$ cat config.mk
export PLATFORM = sky130hd
export DESIGN_NAME = aso_servo_io
export DESIGN_NICKNAME = d
export VERILOG_FILES = /design/src/verilog/aso_pkg.sv /design/src/verilog/aso_servo_io.sv /design/src/verilog/aso_tick_div.sv /design/src/verilog/aso_off_timer.sv
export SDC_FILE = /design/constraint.sdc
export NUM_CORES = 1
export LEC_CHECK = 0
export BUFFER_PORTS_ARGS = -buffer_cell sky130_fd_sc_hd__buf_2
export CORE_UTILIZATION = 60
export CTS_BUF_LIST = sky130_fd_sc_hd__clkbuf_8
export CTS_CLUSTER_SIZE = 8
export DETAILED_ROUTE_END_ITERATION = 10
export PLACE_DENSITY = 0.82
export RECOVER_POWER = 50
export SLEW_MARGIN = 15
export SYNTH_ARGS = -nofsm -noshare
export SYNTH_HDL_FRONTEND = slang
export SYNTH_HIERARCHICAL = 1
export SYNTH_SLANG_ARGS = --single-unit
$ cat constraint.sdc
create_clock -name aclk -period 2.95 [get_ports aclk]
set_clock_uncertainty 0.2 [all_clocks]
set_input_delay 0.59 -clock aclk [delete_from_list [all_inputs] [get_ports aclk]]
set_output_delay 0.59 -clock aclk [all_outputs]
set_load 0.005 [all_outputs]
$ cat src/verilog/aso_pkg.sv
`default_nettype none
package aso_pkg;

    // ==========
    // Register map (byte addresses)
    localparam logic [3:0] ASO_REG_CTRL    = 4'h0;
    localparam logic [3:0] ASO_REG_DLY_FWD = 4'h4;
    localparam logic [3:0] ASO_REG_DLY_BWD = 4'h8;
    localparam logic [3:0] ASO_REG_STATUS  = 4'hc;

    // ==========
    // Control register fields
    localparam int ASO_CTRL_AUTO_EN  = 0;
    localparam int ASO_CTRL_TEACH    = 1;
    localparam int ASO_CTRL_PUSH_BWD = 2;
    localparam int ASO_CTRL_PUSH_FWD = 3;
    localparam int ASO_CTRL_SOFT_RST = 4;
    localparam logic [4:0] ASO_CTRL_RESET = 5'h00;

    // ==========
    // Status register fields
    localparam int ASO_STAT_SERVO  = 0;
    localparam int ASO_STAT_AUTOFF = 1;
    localparam int ASO_STAT_HOMED  = 2;
    localparam int ASO_STAT_ALARM  = 3;
    localparam int ASO_STAT_STATE  = 4;

    // ==========
    // Delay setting: 0.1 s steps, 0.0 .. 9,999.9 s
    localparam int                ASO_DLY_W     = 17;
    localparam logic [16:0]       ASO_DLY_MAX   = 17'h1869f;
    localparam logic [16:0]       ASO_DLY_RESET = 17'h00000;

    // ==========
    // Timebase
    localparam longint ASO_CLK_PERIOD_NS = 20;
    localparam longint ASO_TICK_NS       = 100000000;
    localparam int     ASO_TICK_CYC      = int'(ASO_TICK_NS / ASO_CLK_PERIOD_NS);

    // ==========
    // AXI responses
    localparam logic [1:0] ASO_RESP_OKAY   = 2'h0;
    localparam logic [1:0] ASO_RESP_SLVERR = 2'h2;

    typedef enum logic [2:0] {
        ASO_ST_IDLE  = 3'b000,
        ASO_ST_WAKE  = 3'b001,
        ASO_ST_HOME  = 3'b010,
        ASO_ST_MOVE  = 3'b011,
        ASO_ST_DECEL = 3'b100
    } aso_state_t;

    // Feedback from the motion core
    typedef struct packed {
        logic in_bwd_range;
        logic in_fwd_range;
        logic push_contact;
        logic push_missed;
        logic home_done;
        logic stopped;
        logic fault;
    } aso_fb_t;

    // Orders to the motion core
    typedef struct packed {
        logic run_bwd;
        logic run_fwd;
        logic home_run;
        logic decel;
    } aso_drive_t;

endpackage
`default_nettype wire

$ cat src/verilog/aso_servo_io.sv
// Contract
// - Auto servo-off drops servo a set delay after positioning ends.
// - Next move command wakes an auto-off servo, then moves.
// - Separate forward and backward delays.
// - Delays in 0.1 s steps from 0.0 to 9,999.9 s.
// - Zero delay disables it for that direction.
// - After a push, auto-off waits for command release.
// - Only a missed push counts as completion for auto-off.
// - New delays apply only after reset or software reset; the code loads them only on software reset, and reset clears them to 0.
// - No auto servo-off in teaching mode.
// - Retract drives backward.
// - Extend drives forward.
// - Release mid-move gives a decelerated stop.
// - Command before homing runs home return first.
// - Alarm clear resets the alarm.
// - Brake released while its input is on.
// - Backward-end output in the backward detection range.
// - Forward-end output in the forward detection range.
// - Pressing mode: push-done output replaces the end output.
// - Alarm output high when healthy, low on alarm.
// - After command homing, continue to the commanded end.
// - Held command moves to the end.
//
// Implementation choices: the register addresses and register access over AXI4-Lite.
`timescale 1ns/10ps
`default_nettype none
module aso_servo_io
    import aso_pkg::*;
#(
    parameter int TICK_CYCLES = ASO_TICK_CYC
)(
    input  wire logic        aclk,
    input  wire logic        aresetn,
    // AXI4-Lite slave
    input  wire logic [3:0]  s_axi_awaddr,
    input  wire logic        s_axi_awvalid,
    output var  logic        s_axi_awready,
    input  wire logic [31:0] s_axi_wdata,
    input  wire logic [3:0]  s_axi_wstrb,
    input  wire logic        s_axi_wvalid,
    output var  logic        s_axi_wready,
    output var  logic [1:0]  s_axi_bresp,
    output var  logic        s_axi_bvalid,
    input  wire logic        s_axi_bready,
    input  wire logic [3:0]  s_axi_araddr,
    input  wire logic        s_axi_arvalid,
    output var  logic        s_axi_arready,
    output var  logic [31:0] s_axi_rdata,
    output var  logic [1:0]  s_axi_rresp,
    output var  logic        s_axi_rvalid,
    input  wire logic        s_axi_rready,
    // Master device discrete inputs
    input  wire logic        retract_command,
    input  wire logic        extend_command,
    input  wire logic        alarm_clear_input,
    input  wire logic        brake_release_input,
    // Motion core
    input  wire aso_fb_t     motion_fb,
    output var  aso_drive_t  drive_q,
    output var  logic        servo_on_q,
    output var  logic        brake_release_q,
    // Master device discrete outputs
    output var  logic        backward_end_reached,
    output var  logic        forward_end_reached,
    output var  logic        backward_push_done,
    output var  logic        forward_push_done,
    output var  logic        alarm_ok_n
);

    // ==========
    // Declarations
    aso_state_t             state_q;
    logic [4:0]             ctrl_q;
    logic [ASO_DLY_W-1:0]   dly_fwd_q;
    logic [ASO_DLY_W-1:0]   dly_bwd_q;
    logic [ASO_DLY_W-1:0]   act_fwd_q;
    logic [ASO_DLY_W-1:0]   act_bwd_q;
    logic                   soft_rst_q;
    logic                   homed_q;
    logic                   alarm_q;
    logic                   auto_off_q;
    logic                   dir_q;
    logic                   pend_q;
    logic                   pend_hold_q;
    logic                   retract_prev_q;
    logic                   extend_prev_q;
    logic                   clear_prev_q;
    logic                   aw_held_q;
    logic                   w_held_q;
    logic [3:0]             aw_addr_q;
    logic [31:0]            w_data_q;
    logic [3:0]             w_strb_q;
    logic                   tick;
    logic                   expired;
    logic                   new_cmd;
    logic                   new_dir;
    logic                   cmd_held;
    logic                   push_dir;
    logic                   at_end;
    logic                   arm;
    logic                   clear_edge;
    logic                   wr_fire;
    logic [ASO_DLY_W-1:0]   sel_dly;

    function automatic logic mapped(input logic [3:0] a);
        return a == ASO_REG_CTRL || a == ASO_REG_DLY_FWD ||
               a == ASO_REG_DLY_BWD || a == ASO_REG_STATUS;
    endfunction

    function automatic logic [ASO_DLY_W-1:0] clamp_dly(input logic [31:0] v);
        return (v > 32'(ASO_DLY_MAX)) ? ASO_DLY_MAX : v[ASO_DLY_W-1:0];
    endfunction

    // ==========
    // Command decode
    // one direction at a time
    assign new_dir  = extend_command & ~extend_prev_q;
    assign new_cmd  = ((retract_command & ~retract_prev_q) | (extend_command & ~extend_prev_q))
                      & ~(retract_command & extend_command);
    assign cmd_held = dir_q ? extend_command : retract_command;
    assign push_dir = dir_q ? ctrl_q[ASO_CTRL_PUSH_FWD] : ctrl_q[ASO_CTRL_PUSH_BWD];
    assign at_end   = push_dir ? (motion_fb.push_contact | motion_fb.push_missed)
                               : (dir_q ? motion_fb.in_fwd_range : motion_fb.in_bwd_range);
    assign clear_edge = alarm_clear_input & ~clear_prev_q;

    always_ff @(posedge aclk)
    begin
        if (!aresetn)
        begin
            retract_prev_q <= 1'b0;
            extend_prev_q  <= 1'b0;
            clear_prev_q   <= 1'b0;
        end
        else
        begin
            retract_prev_q <= retract_command;
            extend_prev_q  <= extend_command;
            clear_prev_q   <= alarm_clear_input;
        end
    end

    // ==========
    // Motion sequencer
    always_ff @(posedge aclk)
    begin
        if (!aresetn || soft_rst_q)
        begin
            state_q <= ASO_ST_IDLE;
            dir_q   <= 1'b0;
            homed_q <= 1'b0;
        end
        else if (alarm_q)
            state_q <= (state_q == ASO_ST_IDLE) ? ASO_ST_IDLE : ASO_ST_DECEL;
        else
        begin
            unique case (state_q)
                ASO_ST_IDLE:
                    if (new_cmd)
                    begin
                        dir_q <= new_dir;
                        if (!servo_on_q)
                            state_q <= ASO_ST_WAKE;
                        else if (!homed_q)
                            state_q <= ASO_ST_HOME;
                        else
                            state_q <= ASO_ST_MOVE;
                    end
                ASO_ST_WAKE:
                    state_q <= homed_q ? ASO_ST_MOVE : ASO_ST_HOME;
                ASO_ST_HOME:
                    if (!cmd_held)
                        state_q <= ASO_ST_DECEL;
                    else if (motion_fb.home_done)
                    begin
                        homed_q <= 1'b1;
                        state_q <= ASO_ST_MOVE;
                    end
                ASO_ST_MOVE:
                    if (!cmd_held)
                        state_q <= ASO_ST_DECEL;
                    else if (at_end)
                        state_q <= ASO_ST_IDLE;
                ASO_ST_DECEL:
                    if (motion_fb.stopped)
                        state_q <= ASO_ST_IDLE;
                default:
                    state_q <= ASO_ST_IDLE;
            endcase
        end
    end

    always_ff @(posedge aclk)
    begin
        if (!aresetn)
            drive_q <= '0;
        else
        begin
            drive_q.run_bwd  <= (state_q == ASO_ST_MOVE) && !dir_q && !alarm_q;
            drive_q.run_fwd  <= (state_q == ASO_ST_MOVE) && dir_q && !alarm_q;
            drive_q.home_run <= (state_q == ASO_ST_HOME) && !alarm_q;
            drive_q.decel    <= (state_q == ASO_ST_DECEL);
        end
    end

    // ==========
    // Automatic servo-off
    // per-direction delay
    assign sel_dly = dir_q ? act_fwd_q : act_bwd_q;
    // wait for command release after push
    assign arm = pend_q && (state_q == ASO_ST_IDLE) && servo_on_q
                 && ctrl_q[ASO_CTRL_AUTO_EN] && !ctrl_q[ASO_CTRL_TEACH]
                 && (sel_dly != '0) && !(pend_hold_q && cmd_held);

    always_ff @(posedge aclk)
    begin
        if (!aresetn || soft_rst_q || new_cmd)
        begin
            pend_q      <= 1'b0;
            pend_hold_q <= 1'b0;
        end
        else if (state_q == ASO_ST_MOVE && cmd_held && at_end)
        begin
            pend_q      <= !(push_dir && motion_fb.push_contact);
            pend_hold_q <= push_dir;
        end
        else if (expired)
            pend_q <= 1'b0;
    end

    aso_tick_div #(
        .CYCLES (TICK_CYCLES)
    ) u_tick (
        .aclk    (aclk),
        .aresetn (aresetn),
        .tick    (tick)
    );

    aso_off_timer #(
        .DLY_W (ASO_DLY_W)
    ) u_timer (
        .aclk    (aclk),
        .aresetn (aresetn),
        .clear   (new_cmd),
        .arm     (arm),
        .tick    (tick),
        .delay   (sel_dly),
        .expired (expired)
    );

    always_ff @(posedge aclk)
    begin
        if (!aresetn || soft_rst_q)
        begin
            servo_on_q <= 1'b1;
            auto_off_q <= 1'b0;
        end
        else if (alarm_q && (motion_fb.fault || !clear_edge))
        begin
            servo_on_q <= 1'b0;
            auto_off_q <= 1'b0;
        end
        else if (state_q == ASO_ST_WAKE || (clear_edge && !servo_on_q && !auto_off_q))
        begin
            servo_on_q <= 1'b1;
            auto_off_q <= 1'b0;
        end
        else if (expired && arm)
        begin
            servo_on_q <= 1'b0;
            auto_off_q <= 1'b1;
        end
    end

    // ==========
    // Alarm, brake and end outputs
    // clear, but a new fault wins
    always_ff @(posedge aclk)
    begin
        if (!aresetn || soft_rst_q)
            alarm_q <= 1'b0;
        else if (motion_fb.fault)
            alarm_q <= 1'b1;
        else if (clear_edge)
            alarm_q <= 1'b0;
    end

    always_ff @(posedge aclk)
    begin
        if (!aresetn)
        begin
            alarm_ok_n           <= 1'b0;
            brake_release_q      <= 1'b0;
            backward_end_reached <= 1'b0;
            forward_end_reached  <= 1'b0;
            backward_push_done   <= 1'b0;
            forward_push_done    <= 1'b0;
        end
        else
        begin
            alarm_ok_n           <= !alarm_q && !motion_fb.fault;
            brake_release_q      <= brake_release_input;
            backward_end_reached <= !ctrl_q[ASO_CTRL_PUSH_BWD] && motion_fb.in_bwd_range;
            forward_end_reached  <= !ctrl_q[ASO_CTRL_PUSH_FWD] && motion_fb.in_fwd_range;
            if (new_cmd || state_q != ASO_ST_IDLE && state_q != ASO_ST_MOVE)
            begin
                backward_push_done <= 1'b0;
                forward_push_done  <= 1'b0;
            end
            else if (state_q == ASO_ST_MOVE && push_dir && motion_fb.push_contact)
            begin
                backward_push_done <= !dir_q;
                forward_push_done  <= dir_q;
            end
        end
    end

    // ==========
    // Register file
    assign wr_fire = aw_held_q && w_held_q && !s_axi_bvalid;

    always_ff @(posedge aclk)
    begin
        if (!aresetn)
        begin
            ctrl_q     <= ASO_CTRL_RESET;
            dly_fwd_q  <= ASO_DLY_RESET;
            dly_bwd_q  <= ASO_DLY_RESET;
            soft_rst_q <= 1'b0;
        end
        else
        begin
            soft_rst_q <= 1'b0;
            if (wr_fire && w_strb_q != 4'h0)
            begin
                unique case (aw_addr_q)
                    ASO_REG_CTRL:
                    begin
                        ctrl_q     <= {1'b0, w_data_q[3:0]};
                        soft_rst_q <= w_data_q[ASO_CTRL_SOFT_RST];
                    end
                    ASO_REG_DLY_FWD: dly_fwd_q <= clamp_dly(w_data_q);
                    ASO_REG_DLY_BWD: dly_bwd_q <= clamp_dly(w_data_q);
                    default: ;
                endcase
            end
        end
    end

    always_ff @(posedge aclk)
    begin
        if (!aresetn)
        begin
            act_fwd_q <= ASO_DLY_RESET;
            act_bwd_q <= ASO_DLY_RESET;
        end
        else if (soft_rst_q)
        begin
            act_fwd_q <= dly_fwd_q;
            act_bwd_q <= dly_bwd_q;
        end
    end

    // ==========
    // AXI4-Lite write channel
    always_ff @(posedge aclk)
    begin
        if (!aresetn)
        begin
            aw_held_q     <= 1'b0;
            w_held_q      <= 1'b0;
            aw_addr_q     <= 4'h0;
            w_data_q      <= 32'h0;
            w_strb_q      <= 4'h0;
            s_axi_awready <= 1'b0;
            s_axi_wready  <= 1'b0;
            s_axi_bvalid  <= 1'b0;
            s_axi_bresp   <= ASO_RESP_OKAY;
        end
        else
        begin
            s_axi_awready <= !aw_held_q && !s_axi_awready && !s_axi_bvalid;
            s_axi_wready  <= !w_held_q && !s_axi_wready && !s_axi_bvalid;
            if (s_axi_awvalid && s_axi_awready)
            begin
                aw_held_q     <= 1'b1;
                aw_addr_q     <= s_axi_awaddr;
                s_axi_awready <= 1'b0;
            end
            if (s_axi_wvalid && s_axi_wready)
            begin
                w_held_q     <= 1'b1;
                w_data_q     <= s_axi_wdata;
                w_strb_q     <= s_axi_wstrb;
                s_axi_wready <= 1'b0;
            end
            if (wr_fire)
            begin
                aw_held_q    <= 1'b0;
                w_held_q     <= 1'b0;
                s_axi_bvalid <= 1'b1;
                s_axi_bresp  <= mapped(aw_addr_q) ? ASO_RESP_OKAY : ASO_RESP_SLVERR;
            end
            else if (s_axi_bvalid && s_axi_bready)
                s_axi_bvalid <= 1'b0;
        end
    end

    // ==========
    // AXI4-Lite read channel
    always_ff @(posedge aclk)
    begin
        if (!aresetn)
        begin
            s_axi_arready <= 1'b0;
            s_axi_rvalid  <= 1'b0;
            s_axi_rdata   <= 32'h0;
            s_axi_rresp   <= ASO_RESP_OKAY;
        end
        else
        begin
            s_axi_arready <= !s_axi_arready && !s_axi_rvalid;
            if (s_axi_arvalid && s_axi_arready)
            begin
                s_axi_arready <= 1'b0;
                s_axi_rvalid  <= 1'b1;
                s_axi_rresp   <= mapped(s_axi_araddr) ? ASO_RESP_OKAY : ASO_RESP_SLVERR;
                unique case (s_axi_araddr)
                    ASO_REG_CTRL:    s_axi_rdata <= {27'h0, ctrl_q};
                    ASO_REG_DLY_FWD: s_axi_rdata <= {15'h0, dly_fwd_q};
                    ASO_REG_DLY_BWD: s_axi_rdata <= {15'h0, dly_bwd_q};
                    ASO_REG_STATUS:  s_axi_rdata <= {25'h0, state_q, alarm_q, homed_q,
                                                     auto_off_q, servo_on_q};
                    default:         s_axi_rdata <= 32'h0;
                endcase
            end
            else if (s_axi_rvalid && s_axi_rready)
                s_axi_rvalid <= 1'b0;
        end
    end

endmodule // aso_servo_io
`default_nettype wire

$ cat src/verilog/aso_tick_div.sv
`timescale 1ns/10ps
`default_nettype none
module aso_tick_div
    import aso_pkg::*;
#(
    parameter int CYCLES = ASO_TICK_CYC
)(
    input  wire logic aclk,
    input  wire logic aresetn,
    output var  logic tick
);

    if (CYCLES < 2)
    begin : g_chk
        $error("aso_tick_div: CYCLES must be at least 2");
    end

    logic [31:0] cnt_q;

    always_ff @(posedge aclk)
    begin
        if (!aresetn)
        begin
            cnt_q <= 32'h0;
            tick  <= 1'b0;
        end
        else if (cnt_q == 32'(CYCLES - 1))
        begin
            cnt_q <= 32'h0;
            tick  <= 1'b1;
        end
        else
        begin
            cnt_q <= cnt_q + 32'h1;
            tick  <= 1'b0;
        end
    end

endmodule // aso_tick_div
`default_nettype wire

$ cat src/verilog/aso_off_timer.sv
`timescale 1ns/10ps
`default_nettype none
module aso_off_timer
    import aso_pkg::*;
#(
    parameter int DLY_W = ASO_DLY_W
)(
    input  wire logic             aclk,
    input  wire logic             aresetn,
    input  wire logic             clear,
    input  wire logic             arm,
    input  wire logic             tick,
    input  wire logic [DLY_W-1:0] delay,
    output var  logic             expired
);

    if (DLY_W < ASO_DLY_W)
    begin : g_chk
        $error("aso_off_timer: DLY_W too narrow for the delay range");
    end

    logic [DLY_W-1:0] cnt_q;

    always_ff @(posedge aclk)
    begin
        if (!aresetn || clear || !arm)
        begin
            cnt_q   <= '0;
            expired <= 1'b0;
        end
        else if (tick && !expired)
        begin
            cnt_q   <= cnt_q + 1'b1;
            expired <= ((cnt_q + 1'b1) >= delay);
        end
    end

endmodule // aso_off_timer
`default_nettype wire

==> reports/metrics.yaml <==
detailed_routing:
  drc: 0
  avgViaCountPerCell: 5.859
  drt_iter0_drc: 502
  num_vias: 8325
  detail-route-antenna-nets: 0
  wirelength_um: 22100
  dr.pass1.iters: 5
  wl_per_cell_um: 15.55
die:
  coreArea_um2: 15430
  dieHeight_um: 128.7
  fp.dieW_um: 128.7
  rows: 45
  start_util_pct: 62.47
  pin_count: 114
  dieArea_um2: 16570
cts:
  clk_pin_slew_worst_paths_ns: 0.06
  clock-sinks: 213
  cts_htree_levels: 2
  ctsLongestPathBuffers: 3
  cts-root-buf: "clkbuf_8"
  cts_tree: "done"
  holdBufCountCts: 0
  cts_buffers: 35
  insertion_delay_ns: 0.53
critical_path:
  startpoint_type: "flop"
  path_max_fanout: 5
  worstPathArrival_ns: 2.92
  cpPeakStageDelay_ns: 0.48
  cp_cell_sequence: "ha_2 > nand3_2 > nor4_4 > nand2_2 > xnor2_1 > ha_1 > nand3_1 > a21oi_1 > a211oi_1 > o2bb2ai_1"
  crit_path_end_kind: "flop"
  worstPathRequired_ns: 3.14
  slowest_stage: "nor4_4"
  rr_worst_depth: 10
  crit_type: "reg -> reg"
sta:
  min_period_over_period_pct: 92.49
  setup_tns_ns: 0
  setup_viol: 0
  max_slew.worst_pin.slew_ns: 1.887
  drv_slew: 105
  rsz0062_at_grt: "false"
  relSlewSlack_pct: -25.83
  fin_ws_ns: 0.2216
  fmax_mhz: 366.5
  period_needed_ns: 2.728
  hold_viol_final: 0
logic_synthesis:
  yosys_warnings: 6
  synthFlopType: "dfxtp_1"
  yosys.cell_types.count: 70
  synth_area_um2: 9637
  syn_avg_cell_area_um2: 8.713
  yosysSeqAreaShare_pct: 44.25
  synth_edf_count: 0
  synthCells: 1106
  ys_ff_latch: 213
  async_flop_share_pct: 0
layout:
  n_antenna_cell: 0
  layout_commonest_cell: "dfxtp_1"
  multiInputGateArea_um2: 4952
  post-route-util_pct: 70.20
  drive_gt1_share_pct: 16.03
  area_delta_synth_final_pct: 12.39
  instances_no_fill: 1421
  nFillCells: 1268
  nets: 1276
  regArea_um2: 4265
  layout_common_cells: "dfxtp_1 (212), nand2_1 (128), nor2_1 (126)"
place:
  port-buffer-count: 96
  globalplace.congestion: 0.8619
  dp_cells: 1369
  dp_hpwl_um: 15590
  post-place-ws_ns: 0.2026
hold_path:
  hold_depth: 2
  hp-class: "in -> reg"
global_routing:
  gr-total-overflow: 0
  grt_usage_pct: 27.14
  grt_max_degree: 105
  antenna_found_initial: 0
  grt_pass1_vias: 7815
  grt_pass1_wl_um: 36390
power:
  power_leakage_uw: 0.004048
  cellPowerDensity_nw_per_um2: 535.7
  vdd_drop_max_uv: 519.0
run:
  max_cap_violations: 1
outcome:
  violations: "max-capacitance violations, max-slew violations"
  status: "finished with violations"
-- sequential cells by signal, indices dropped and copies added (netlist names), 3 cells and up --
signal	count
dly_bwd_q	17
dly_fwd_q	17
aw_addr_q	4
u_timer/cnt_q	17
drive_q	4
act_fwd_q	17
w_strb_q	4
ctrl_q	4
act_bwd_q	17
state_q	3
s_axi_rdata	17
w_data_q	32
u_tick/cnt_q	32
-- through the flow --
stage	power (uW)	hold WS, ns	instance area [um^2]
final	5802	0.07442	10830
after global routing	6039	0.06599	10830
after CTS	5840	0.06642	10850
after detailed placement	3495	0.2482	10230
after global placement	3485	0.2348	10230
after floorplan	3355	0.2221	9697
-- report_power, final --
| part | internal (uW) | switching (uW) |
|---|---|---|
| Clock | 1270 | 1090 |
| Sequential | 2940 | 56.2 |
| Combinational | 161 | 276 |
-- worst paths after layout --
kind	startpoint	end	slack (ns)
setup / recovery	u_timer/cnt_q[0]	u_timer/expired	0.22
hold / removal	brake_release_input	brake_release_q	0.07
setup reg to reg	u_timer/cnt_q[0]	u_timer/expired	0.22
hold reg to reg	w_strb_q[2]	w_strb_q[2]	0.25
-- per-layer routing --
metal | track usage [%] | up-vias | part of all wire [%]
li1 | - | 4070 | -
met1 | 32.51 | 3916 | 42
met2 | 47.44 | 284 | 49
met3 | 5.946 | 55 | 6.6
met4 | 10.45 | 0 | 2.6
met5 | 0 | - | 0
-- logic make-up after synthesis --
family / share of synthesized area, %
DFF: 44.25
AOI/OAI and AO/OA: 13.43
other: 0.03891
buffers and inverters: 5.089
muxes: 8.167
adders and majority gates: 2.467
and+or+nand+nor: 23.38
xor gates and xnor gates: 3.181
-- synth_stat cells (all sizes together), types with 18 or more instances --
| library cell | n | area, um^2 |
|---|---|---|
| nor4 | 18 | 127.6 |
| nand2 | 129 | 486.7 |
| or4 | 19 | 146.4 |
| a21oi | 93 | 465.5 |
| mux2 | 23 | 266.5 |
| nor3 | 34 | 170.2 |
| buf | 42 | 250.2 |
| nor2 | 126 | 473.0 |
| o31ai | 28 | 210.2 |
| xnor2 | 21 | 183.9 |
| inv | 26 | 97.59 |
| nand3 | 40 | 205.2 |
| clkbuf | 37 | 138.9 |
| mux2i | 43 | 430.4 |
| nand4 | 20 | 146.4 |
| o21ai | 30 | 150.1 |
| dfxtp | 213 | 4264 |
| ha | 19 | 237.7 |
-- worst max-delay path: cells and delay by family, from the launching register on --
kind	cells	cell delay (ns)
compound gates	3	0.46
simple gates	4	0.86
flops	1	0.40
xor+xnor	1	0.15
fa+ha+maj	2	0.54
-- final cells by class --
cell class / count / area share, %
Tap cell: 211 / 2.438
Clock inverter: 10 / 0.4506
Clock buffer: 42 / 5.337
Timing Repair Buffer: 115 / 5.730
Sequential cell: 213 / 39.38
Inverter: 27 / 0.9358
Multi-Input combinational cell: 803 / 45.73
-- repair_timing --
action	4_1_cts	5_1_grt
setup endpoints to repair	0	1
hold endpoints to repair	0	0
resized for setup	0	2
buffers inserted	0	0
Power figures use the tool's default switching activity.
